===== config.mk =====
export PLATFORM = sky130hd
export DESIGN_NAME = ssg_guard
export DESIGN_NICKNAME = d
export VERILOG_FILES = /design/src/design/ssg_guard.v
export VERILOG_INCLUDE_DIRS = /design/src /design/src/inc
export SDC_FILE = /design/constraint.sdc
export NUM_CORES = 1
export LEC_CHECK = 0
export ABC_CLOCK_PERIOD_IN_PS = 2700
export BUFFER_PORTS_ARGS = -buffer_cell sky130_fd_sc_hd__buf_2
export CAP_MARGIN = 20
export CELL_PAD_IN_SITES_DETAIL_PLACEMENT = 1
export CELL_PAD_IN_SITES_GLOBAL_PLACEMENT = 2
export CORE_UTILIZATION = 41
export CTS_CLUSTER_DIAMETER = 40
export DETAILED_ROUTE_END_ITERATION = 16
export PLACE_DENSITY = 0.85
export SYNTH_ARGS = -nofsm -noshare
export SYNTH_HDL_FRONTEND = slang
export SYNTH_HIERARCHICAL = 1
export SYNTH_SLANG_ARGS = --single-unit

===== constraint.sdc =====
create_clock -name clk -period 2.7 [get_ports clk]
set_input_delay 0.405 -clock clk [delete_from_list [all_inputs] [get_ports clk]]
set_output_delay 0.405 -clock clk [all_outputs]
set_load 0.01 [all_outputs]

===== src/inc/ssg_map.vh =====
// Behaviour
// - Set-latch opcode sets latch at deselect.
// - Completed array or status write clears latch.
// - Write to protected location clears latch.
// - Clear-latch opcode clears latch immediately.
// - Deselect during hold clears latch, aborts.
// - Latch is clear after reset.
// - Status byte layout fixed, bit 7 reserved.
// - Bit 6 one disables automatic backup.
// - Bit 5 zero wraps writes within page.
// - Bit 4 read-only secure-write failure flag.
// - Protect level selects read-only address range.
// - While busy only status read executes.
// - Status-read opcode shifts status byte out.
// - Status byte refreshed at each byte boundary.
// - Status write keeps failure and busy flags.
// - Commands accepted right after status write.
// - Read opcode, 16-bit address, then data out.
// - Read address increments, wraps at array end.
// - Deselect ends read without side effects.
// - Sample on rising, drive on falling, MSB first.
`ifndef SSG_MAP_VH
`define SSG_MAP_VH

// Opcodes.
`define SSG_OP_SET_PERMIT   8'h06
`define SSG_OP_CLR_PERMIT   8'h04
`define SSG_OP_STATUS_WR    8'h01
`define SSG_OP_STATUS_RD    8'h05
`define SSG_OP_READ         8'h03
`define SSG_OP_WRITE        8'h02

// Status register field positions.
`define SSG_ST_AUTO_DIS     6
`define SSG_ST_PAGE_OVR     5
`define SSG_ST_BP_HI        3
`define SSG_ST_BP_LO        2

// Protect levels and the upper address bits they guard.
`define SSG_BP_NONE         2'h0
`define SSG_BP_QUARTER      2'h1
`define SSG_BP_HALF         2'h2
`define SSG_QUARTER_TOP     2'h3

// Geometry and reset values.
`define SSG_ADDR_W          15
`define SSG_PAGE_BITS       6
`define SSG_BIT_LAST        3'h7
`define SSG_FIFO_DEPTH      8
`define SSG_FIFO_AW         3
`define SSG_STATUS_RST      1'b0

`endif


===== src/design/ssg_guard.v =====
`timescale 1ns/100ps
`default_nettype none
`include "ssg_map.vh"

// ****************************************************************
// Write buffer between serial front end and array write port
// ****************************************************************
module ssg_fifo
#(
    parameter W  = 23,
    parameter D  = `SSG_FIFO_DEPTH,
    parameter AW = `SSG_FIFO_AW
)
(
    input  wire         clk,
    input  wire         rstn,
    input  wire         in_valid,
    output wire         in_ready,
    input  wire [W-1:0] in_data,
    output wire         out_valid,
    input  wire         out_ready,
    output wire [W-1:0] out_data
);
    reg  [W-1:0] mem_q [0:D-1];
    reg  [AW:0]  wp_q;
    reg  [AW:0]  rp_q;
    wire         full;
    wire         empty;
    wire         push;
    wire         pop;

    // Pointers carry one extra bit to tell full from empty.
    assign full      = (wp_q[AW] != rp_q[AW]) && (wp_q[AW-1:0] == rp_q[AW-1:0]);
    assign empty     = (wp_q == rp_q);
    assign in_ready  = ~full;
    assign out_valid = ~empty;
    assign out_data  = mem_q[rp_q[AW-1:0]];
    assign push      = in_valid & ~full;
    assign pop       = out_ready & ~empty;

    // Pointer update.
    always @(posedge clk or negedge rstn)
    begin
        if (!rstn)
        begin
            wp_q <= {(AW+1){1'b0}};
            rp_q <= {(AW+1){1'b0}};
        end
        else
        begin
            if (push)
                wp_q <= wp_q + 1'b1;
            if (pop)
                rp_q <= rp_q + 1'b1;
        end
    end

    // Storage entries, one per slot.
    genvar gi;
    generate
        for (gi = 0; gi < D; gi = gi + 1)
        begin : g_slot
            always @(posedge clk)
            begin
                if (push && (wp_q[AW-1:0] == gi))
                    mem_q[gi] <= in_data;
            end
        end
    endgenerate
endmodule // ssg_fifo

// ****************************************************************
// Serial command interpreter with write latch and status register
// ****************************************************************
module ssg_guard
#(
    parameter AW = `SSG_ADDR_W
)
(
    input  wire          clk,
    input  wire          rstn,
    input  wire          spi_sck,
    input  wire          spi_cs_n,
    input  wire          spi_si,
    input  wire          spi_hold_n,
    output wire          spi_so,
    output wire          spi_so_oe,
    input  wire          backup_busy,
    input  wire          secure_fail_set,
    input  wire          secure_fail_clr,
    output wire [AW-1:0] mem_raddr,
    input  wire [7:0]    mem_rdata,
    output wire          mem_wvalid,
    input  wire          mem_wready,
    output wire [AW-1:0] mem_waddr,
    output wire [7:0]    mem_wdata,
    output wire          wr_overflow,
    output wire          auto_backup_disable,
    output wire          page_wrap_override,
    output wire [1:0]    block_protect_level,
    output wire [7:0]    device_status_control
);
    localparam [2:0] ST_IDLE = 3'h0;
    localparam [2:0] ST_OP   = 3'h1;
    localparam [2:0] ST_ADDR = 3'h2;
    localparam [2:0] ST_RDAT = 3'h3;
    localparam [2:0] ST_SRD  = 3'h4;
    localparam [2:0] ST_SWR  = 3'h5;
    localparam [2:0] ST_WDAT = 3'h6;
    localparam [2:0] ST_IGN  = 3'h7;

    // Two-stage synchronisers plus one history stage for edges.
    reg  [1:0]    sck_s_q;
    reg  [1:0]    cs_s_q;
    reg  [1:0]    si_s_q;
    reg  [1:0]    hold_s_q;
    reg  [1:0]    busy_s_q;
    reg           sck_h_q;
    reg           cs_h_q;

    reg  [2:0]    state_q;
    reg  [2:0]    bitcnt_q;
    reg  [6:0]    in_sh_q;
    reg  [7:0]    out_sh_q;
    reg           so_q;
    reg           oe_q;
    reg           addr_hi_q;
    reg           is_wr_q;
    reg  [15:0]   addr_q;
    reg           held_q;
    reg           pend_set_q;
    reg           wrote_q;
    reg           ovf_q;

    reg           permit_q;
    reg           auto_dis_q;
    reg           page_ovr_q;
    reg           fail_q;
    reg  [1:0]    bp_q;

    wire          sck_rise;
    wire          sck_fall;
    wire          cs_act;
    wire          cs_rise;
    wire          byte_done;
    wire [7:0]    rx_byte;
    wire [7:0]    status;
    wire          prot_hit;
    wire [AW-1:0] waddr_cur;
    wire [AW-1:0] waddr_nxt;
    wire          fifo_ready;
    wire          push;

    // Synchronise every pin before use.
    always @(posedge clk or negedge rstn)
    begin
        if (!rstn)
        begin
            sck_s_q  <= 2'h0;
            cs_s_q   <= 2'h3;
            si_s_q   <= 2'h0;
            hold_s_q <= 2'h3;
            busy_s_q <= 2'h0;
            sck_h_q  <= 1'b0;
            cs_h_q   <= 1'b1;
        end
        else
        begin
            sck_s_q  <= {sck_s_q[0], spi_sck};
            cs_s_q   <= {cs_s_q[0], spi_cs_n};
            si_s_q   <= {si_s_q[0], spi_si};
            hold_s_q <= {hold_s_q[0], spi_hold_n};
            busy_s_q <= {busy_s_q[0], backup_busy};
            sck_h_q  <= sck_s_q[1];
            cs_h_q   <= cs_s_q[1];
        end
    end

    // Edge detection works on the second stage only.
    assign cs_act    = ~cs_s_q[1];
    assign cs_rise   = cs_s_q[1] & ~cs_h_q;
    assign sck_rise  = cs_act & ~held_q & sck_s_q[1] & ~sck_h_q;
    assign sck_fall  = cs_act & ~held_q & ~sck_s_q[1] & sck_h_q;
    assign byte_done = sck_rise && (bitcnt_q == `SSG_BIT_LAST);
    assign rx_byte   = {in_sh_q, si_s_q[1]};

    // Status byte as read back; bit 7 always reads zero.
    assign status = {1'b0, auto_dis_q, page_ovr_q, fail_q, bp_q,
                     permit_q, busy_s_q[1]};

    // Protected range check against the current write address.
    assign waddr_cur = addr_q[AW-1:0];
    assign prot_hit  = (bp_q == `SSG_BP_NONE)    ? 1'b0 :
                       (bp_q == `SSG_BP_QUARTER) ?
                           (waddr_cur[AW-1:AW-2] == `SSG_QUARTER_TOP) :
                       (bp_q == `SSG_BP_HALF)    ? waddr_cur[AW-1] :
                       1'b1;

    // Next write address: wrap inside the page unless overridden.
    assign waddr_nxt = page_ovr_q ? waddr_cur + 1'b1 :
                       {waddr_cur[AW-1:`SSG_PAGE_BITS],
                        waddr_cur[`SSG_PAGE_BITS-1:0] + 1'b1};

    assign push = (state_q == ST_WDAT) && byte_done && !prot_hit && fifo_ready;

    // Hold is taken or released only while the clock is low; deselect releases it at once.
    always @(posedge clk or negedge rstn)
    begin
        if (!rstn)
            held_q <= 1'b0;
        else if (!cs_act)
            held_q <= 1'b0;
        else if (!sck_s_q[1])
            held_q <= ~hold_s_q[1];
    end

    // Receive shifter and bit counter.
    always @(posedge clk or negedge rstn)
    begin
        if (!rstn)
        begin
            bitcnt_q <= 3'h0;
            in_sh_q  <= 7'h00;
        end
        else if (!cs_act)
            bitcnt_q <= 3'h0;
        else if (sck_rise)
        begin
            bitcnt_q <= bitcnt_q + 1'b1;
            in_sh_q  <= rx_byte[6:0];
        end
    end

    // Command sequencer, address counter and write latch.
    always @(posedge clk or negedge rstn)
    begin
        if (!rstn)
        begin
            state_q    <= ST_IDLE;
            addr_hi_q  <= 1'b0;
            is_wr_q    <= 1'b0;
            addr_q     <= 16'h0000;
            pend_set_q <= 1'b0;
            wrote_q    <= 1'b0;
            permit_q   <= `SSG_STATUS_RST;
            auto_dis_q <= `SSG_STATUS_RST;
            page_ovr_q <= `SSG_STATUS_RST;
            bp_q       <= `SSG_BP_NONE;
            ovf_q      <= 1'b0;
        end
        else if (cs_rise)
        begin
            // Frame end: apply the latch effects of the frame.
            state_q    <= ST_IDLE;
            pend_set_q <= 1'b0;
            wrote_q    <= 1'b0;
            if (held_q)
                permit_q <= 1'b0;
            else if (wrote_q)
                permit_q <= 1'b0;
            else if (pend_set_q)
                permit_q <= 1'b1;
        end
        else if (!cs_act)
            state_q <= ST_IDLE;
        else
        begin
            if (state_q == ST_IDLE)
                state_q <= ST_OP;
            else if (byte_done)
            begin
                case (state_q)
                    ST_OP:
                    begin
                        state_q   <= ST_IGN;
                        addr_hi_q <= 1'b0;
                        if (rx_byte == `SSG_OP_STATUS_RD)
                            state_q <= ST_SRD;
                        else if (busy_s_q[1])
                            state_q <= ST_IGN;
                        else if (rx_byte == `SSG_OP_SET_PERMIT)
                            pend_set_q <= 1'b1;
                        else if (rx_byte == `SSG_OP_CLR_PERMIT)
                            permit_q <= 1'b0;
                        else if (rx_byte == `SSG_OP_READ)
                        begin
                            state_q <= ST_ADDR;
                            is_wr_q <= 1'b0;
                        end
                        else if ((rx_byte == `SSG_OP_WRITE) && permit_q)
                        begin
                            state_q <= ST_ADDR;
                            is_wr_q <= 1'b1;
                        end
                        else if ((rx_byte == `SSG_OP_STATUS_WR) && permit_q)
                            state_q <= ST_SWR;
                    end
                    ST_ADDR:
                    begin
                        addr_hi_q <= 1'b1;
                        if (!addr_hi_q)
                            addr_q[15:8] <= rx_byte;
                        else
                        begin
                            addr_q[7:0] <= rx_byte;
                            state_q     <= is_wr_q ? ST_WDAT : ST_RDAT;
                        end
                    end
                    ST_RDAT:
                        addr_q <= {1'b0, waddr_cur + 1'b1};
                    ST_SWR:
                    begin
                        // Writable fields load and the write latch clears.
                        auto_dis_q <= rx_byte[`SSG_ST_AUTO_DIS];
                        page_ovr_q <= rx_byte[`SSG_ST_PAGE_OVR];
                        bp_q       <= rx_byte[`SSG_ST_BP_HI:`SSG_ST_BP_LO];
                        permit_q   <= 1'b0;
                        state_q    <= ST_IGN;
                    end
                    ST_WDAT:
                    begin
                        if (prot_hit)
                        begin
                            permit_q <= 1'b0;
                            state_q  <= ST_IGN;
                        end
                        else
                        begin
                            wrote_q <= 1'b1;
                            addr_q  <= {1'b0, waddr_nxt};
                            if (!fifo_ready)
                                ovf_q <= 1'b1;
                        end
                    end
                    default:
                        state_q <= state_q;
                endcase
            end
        end
    end

    // The failure flag is owned by the secure-write engine; set wins.
    always @(posedge clk or negedge rstn)
    begin
        if (!rstn)
            fail_q <= 1'b0;
        else if (secure_fail_set)
            fail_q <= 1'b1;
        else if (secure_fail_clr)
            fail_q <= 1'b0;
    end

    // Transmit shifter: a fresh byte at each byte boundary.
    always @(posedge clk or negedge rstn)
    begin
        if (!rstn)
        begin
            out_sh_q <= 8'h00;
            so_q     <= 1'b0;
            oe_q     <= 1'b0;
        end
        else if (!cs_act)
            oe_q <= 1'b0;
        else if (held_q)
            oe_q <= 1'b0;
        else if (sck_fall && ((state_q == ST_SRD) || (state_q == ST_RDAT)))
        begin
            oe_q <= 1'b1;
            if (bitcnt_q == 3'h0)
            begin
                out_sh_q <= (state_q == ST_SRD) ? status : mem_rdata;
                so_q     <= (state_q == ST_SRD) ? status[7] : mem_rdata[7];
            end
            else
            begin
                out_sh_q <= {out_sh_q[6:0], 1'b0};
                so_q     <= out_sh_q[6];
            end
        end
        else if ((state_q != ST_SRD) && (state_q != ST_RDAT))
            oe_q <= 1'b0;
    end

    // Accepted write bytes queue toward the array port.
    ssg_fifo #(
        .W  (AW + 8),
        .D  (`SSG_FIFO_DEPTH),
        .AW (`SSG_FIFO_AW)
    ) u_fifo (
        .clk       (clk),
        .rstn      (rstn),
        .in_valid  (push),
        .in_ready  (fifo_ready),
        .in_data   ({waddr_cur, rx_byte}),
        .out_valid (mem_wvalid),
        .out_ready (mem_wready),
        .out_data  ({mem_waddr, mem_wdata})
    );

    // Output assignments.
    assign spi_so                = so_q;
    assign spi_so_oe             = oe_q & cs_act & ~held_q;
    assign mem_raddr             = waddr_cur;
    assign wr_overflow           = ovf_q;
    assign auto_backup_disable   = auto_dis_q;
    assign page_wrap_override    = page_ovr_q;
    assign block_protect_level   = bp_q;
    assign device_status_control = status;
endmodule // ssg_guard

`default_nettype wire


==> results.rst <==
.. list-table::
   :header-rows: 1

   * - Metric
     - Value
   * - Run status
     - finished clean
   * - Floorplan die width
     - about 160 µm
   * - RD Place Congestion
     - 0.8056
   * - Starting density of the core
     - 41.67%
   * - All-layer global routing usage
     - about a fifth
   * - Number of nets at the end of the flow
     - slightly above 800
   * - Antenna violations before repair
     - 0
   * - Worst setup timing slack at the placement stage
     - 117.0 ps
   * - Final Setup Violations
     - 0
   * - DR iter-0 viols
     - about 450
   * - Proportion of layout cells with a drive suffix above 1
     - 36.02%
   * - Number of standard-cell rows in the floorplan
     - 59
   * - Startpoint type of the worst setup path
     - flip-flop
   * - Pin count of the biggest net entering global routing
     - 70
   * - Number of top-level pins
     - just over 70
   * - Worst-path maximum fanout
     - 7
   * - Signed area change from the synthesized netlist to the final layout
     - 22.56%
   * - Max H-tree Level
     - 2
   * - P_leak
     - between 4 and 5 nW
   * - Minimum clock period
     - roughly 2700 ps
   * - Total nets after synthesis
     - roughly 680
   * - # clock sinks
     - ~250
   * - Crit path top cell by count
     - buf_6
   * - Max stage delay cell, worst path
     - mux4_2
   * - Arrival time of data at the critical path endpoint
     - about 2300 ps
   * - Setup slack of the worst register-to-register path
     - 190 ps
   * - Distinct cell type count of the synthesized netlist
     - between 60 and 70
   * - Worst-path cell chain
     - buf_6 -> buf_16 -> mux4_2 -> mux2_4 -> buf_6
   * - CTS root buf
     - clkbuf_16
   * - Clock latency reported for the late side of the worst-skew pair
     - approximately 540 ps
   * - Most common cell after layout, fill and taps aside
     - edfxtp_1
   * - Routed wire length
     - between 20000 and 30000 µm
   * - TritonCTS Buffers
     - 38
   * - Worst hold path class
     - in -> async
   * - Power density normalized to cell area
     - 715.7 nW/µm²
   * - Final hold violations
     - 0
   * - Unrepaired setup endpoints after global routing
     - true
   * - Die height
     - 164.5 µm
   * - Post-synthesis cell count
     - between 600 and 700
   * - Flip-flop and latch count after synthesis
     - 253
   * - Count of synthesis-stage warnings from yosys
     - 6
   * - Via count of the first global-routing pass
     - between 6k and 7k
   * - Share of synthesized area occupied by flip-flops and latches
     - approximately two thirds
   * - Diode count
     - 0
   * - Max Fclk
     - approximately 370 MHz
   * - Cell area after technology mapping
     - 10830 µm²
   * - Total Neg Setup Slack
     - 0 ps
   * - HPWL after DPL
     - approximately 17000 µm
   * - Number of nets with antenna violations after routing
     - 0
   * - Biggest cell delay along the critical path
     - ~560 ps
   * - Max-Cap Viols
     - 0
   * - Transition at the pin with the smallest max-transition slack
     - ~910 ps
   * - Share of synthesized flip-flops with an asynchronous set or reset
     - a little over a quarter
   * - Buffer levels on the longest clock path
     - 3
   * - Worst setup skew after layout
     - 28.84 ps
   * - Share of the clock period used by the worst path
     - between 90% and 100%
   * - Drt wl/cell
     - about 24 µm
   * - Final Max Tran Viols
     - 0
   * - Dominant synthesized flop cell
     - edfxtp_1
   * - Worst vdd rail ir drop
     - a little over 0.5 mV
   * - Most frequent cells in the layout
     - 184 x edfxtp_1, 63 x buf_2, 62 x dfrtp_1
   * - Syn_area_per_cell
     - roughly 17 µm²
   * - Rel. slew slack
     - between 30 and 40%
   * - Cell depth of the worst flop-to-flop path
     - 7
   * - Clk pin slew, worst setup/hold paths
     - roughly 50 ps
   * - Worst EP required
     - 2300 ps
   * - DR vias/cell
     - ~5.7
   * - Crit. End Element
     - primary output
   * - Global-route wire length before repair
     - approximately 40000 µm
   * - Total number of vias
     - 6495
   * - Detailed-routing iteration count for the pre-antenna-repair pass
     - 5
   * - Classification of the worst setup path
     - reg -> out
   * - Reg2reg end
     - u_fifo/mem_q[2][22]
   * - Clock tree from TritonCTS
     - built
   * - # DRC
     - 0
   * - IO Port Bufs
     - 70
   * - Die outline area
     - 27060 µm²
   * - Remaining Overflow, GRT
     - 0
   * - Number of synthesized flops with an enable pin
     - approximately 180
   * - Area of the core
     - between 20000 and 30000 µm²
   * - Beginning of the worst register-to-register path
     - block_protect_level[1]
   * - Worst setup margin
     - ~12 ps
==> worst max path at each step <==
stage | from | slack (ps) | to
after floorplan | addr_q[14] | 20 | u_fifo/mem_q[3][0]
after detailed placement | held_q | 120 | u_fifo/mem_q[4][4]
after CTS | u_fifo/rp_q[0] | -10 | mem_waddr[3]
after global routing | u_fifo/rp_q[0] | -20 | mem_wdata[2]
final | u_fifo/rp_q[0] | 10 | mem_wdata[2]
after global placement | block_protect_level[1] | 250 | u_fifo/mem_q[5][19]
==> logic make-up (layout without fill, tap and decap cells) <==
group,count (synthesis),count (layout),share of synthesized area (%)
compound gates,106,106,6.830
xor+xnor,13,13,1.121
fa+ha+maj,11,11,1.271
buf+inv,56,206,3.039
flops,253,253,67.04
mux,93,93,14.58
other cells,1,1,0.03464
simple gates,122,122,6.079
==> cells in the mapped netlist (3+ instances only) <==
| cell type | number | share of area, % |
|---|---|---|
| mux4_2 | 46 | 9.6 |
| buf_6 | 5 | 0.52 |
| buf_4 | 10 | 0.69 |
| mux2i_1 | 10 | 0.92 |
| o31ai_1 | 4 | 0.28 |
| o21ai_0 | 15 | 0.69 |
| nand2_1 | 32 | 1.1 |
| and2_1 | 3 | 0.17 |
| a41oi_1 | 3 | 0.24 |
| edfxtp_1 | 184 | 51 |
| ha_1 | 11 | 1.3 |
| nor3b_1 | 3 | 0.21 |
| nand3b_1 | 4 | 0.28 |
| xor2_1 | 6 | 0.49 |
| nand2b_1 | 5 | 0.29 |
| nor3_1 | 4 | 0.18 |
| a31oi_1 | 5 | 0.29 |
| nor2_1 | 26 | 0.90 |
| a21o_1 | 4 | 0.28 |
| a32o_1 | 3 | 0.28 |
| o211ai_1 | 3 | 0.21 |
| mux2_2 | 30 | 3.1 |
| nor2b_1 | 7 | 0.40 |
| nor4_1 | 6 | 0.35 |
| dfstp_2 | 5 | 1.2 |
| xnor2_1 | 6 | 0.49 |
| inv_1 | 14 | 0.49 |
| o21ai_1 | 11 | 0.51 |
| a21oi_1 | 26 | 1.2 |
| and3_1 | 8 | 0.46 |
| a32oi_1 | 3 | 0.24 |
| dfrtp_1 | 64 | 15 |
| o31a_1 | 4 | 0.32 |
| mux2_4 | 7 | 0.97 |
| clkbuf_1 | 15 | 0.52 |
| nand3_1 | 8 | 0.37 |
| nand4_1 | 5 | 0.29 |
| buf_2 | 9 | 0.42 |
==> timing repair <==
item,4_1_cts,5_1_grt
setup endpoints to repair,23,90
gates resized for setup,7,14
hold buffers,5,0
buffers inserted,2,3
endpoints found under the hold margin,5,0
gates cloned,3,3
==> where the power goes <==
part	internal (W)	switching, W
combinational	0.000141	0.000182
clock	0.00276	0.00188
sequential	0.00431	0.000233
total	0.00720	0.00229
==> flip-flops by register name, indices dropped and copies added (netlist names), 2 cells and up <==
| name | cells |
|---|---|
| u_fifo/mem_q | 184 |
| addr_q | 15 |
| in_sh_q | 7 |
| out_sh_q | 7 |
| u_fifo/rp_q | 4 |
| u_fifo/wp_q | 4 |
| bitcnt_q | 3 |
| state_q | 3 |
| block_protect_level | 2 |
| busy_s_q | 2 |
| cs_s_q | 2 |
| hold_s_q | 2 |
| sck_s_q | 2 |
| si_s_q | 2 |
==> worst max-delay path: cells and delay by family, from the launching register on <==
| kind | cells | cell delay (ps) |
|---|---|---|
| flops | 1 | 440 |
| buf+inv | 3 | 440 |
| mux | 2 | 880 |
==> routing by layer <==
layer / track usage [%] / routed length (µm) / vias to the layer above
li1: - / - / 2822
met1: 26.20 / 11440 / 3418
met2: 35.08 / 13860 / 209
met3: 2.913 / 1258 / 46
met4: 6.088 / 600 / 0
met5: 0 / 0 / -
==> area by class of cell <==
type,instances,area [µm²]
fill,2505,12720
clock inverter,26,249.0
timing repair buffer,123,1045
clock buffer,43,969.7
inverter,14,52.55
sequential,253,7261
tap,335,419.2
multi-input combinational,346,3273
==> per-stage QoR <==
step	util, %	std cells	total power (W)	hold WS (ps)	instance area [µm²]
final	51.06	1140	0.009497	10.96	13270
after global routing	51.06	1140	0.009790	57.17	13270
after CTS	50.48	1134	0.009569	38.48	13120
after detailed placement	45.11	1055	0.004922	338.7	11720
after global placement	45.11	1055	0.004874	335.6	11720
after floorplan	-	655	0.004708	109.4	10830
(Power assumes the default switching activity.)
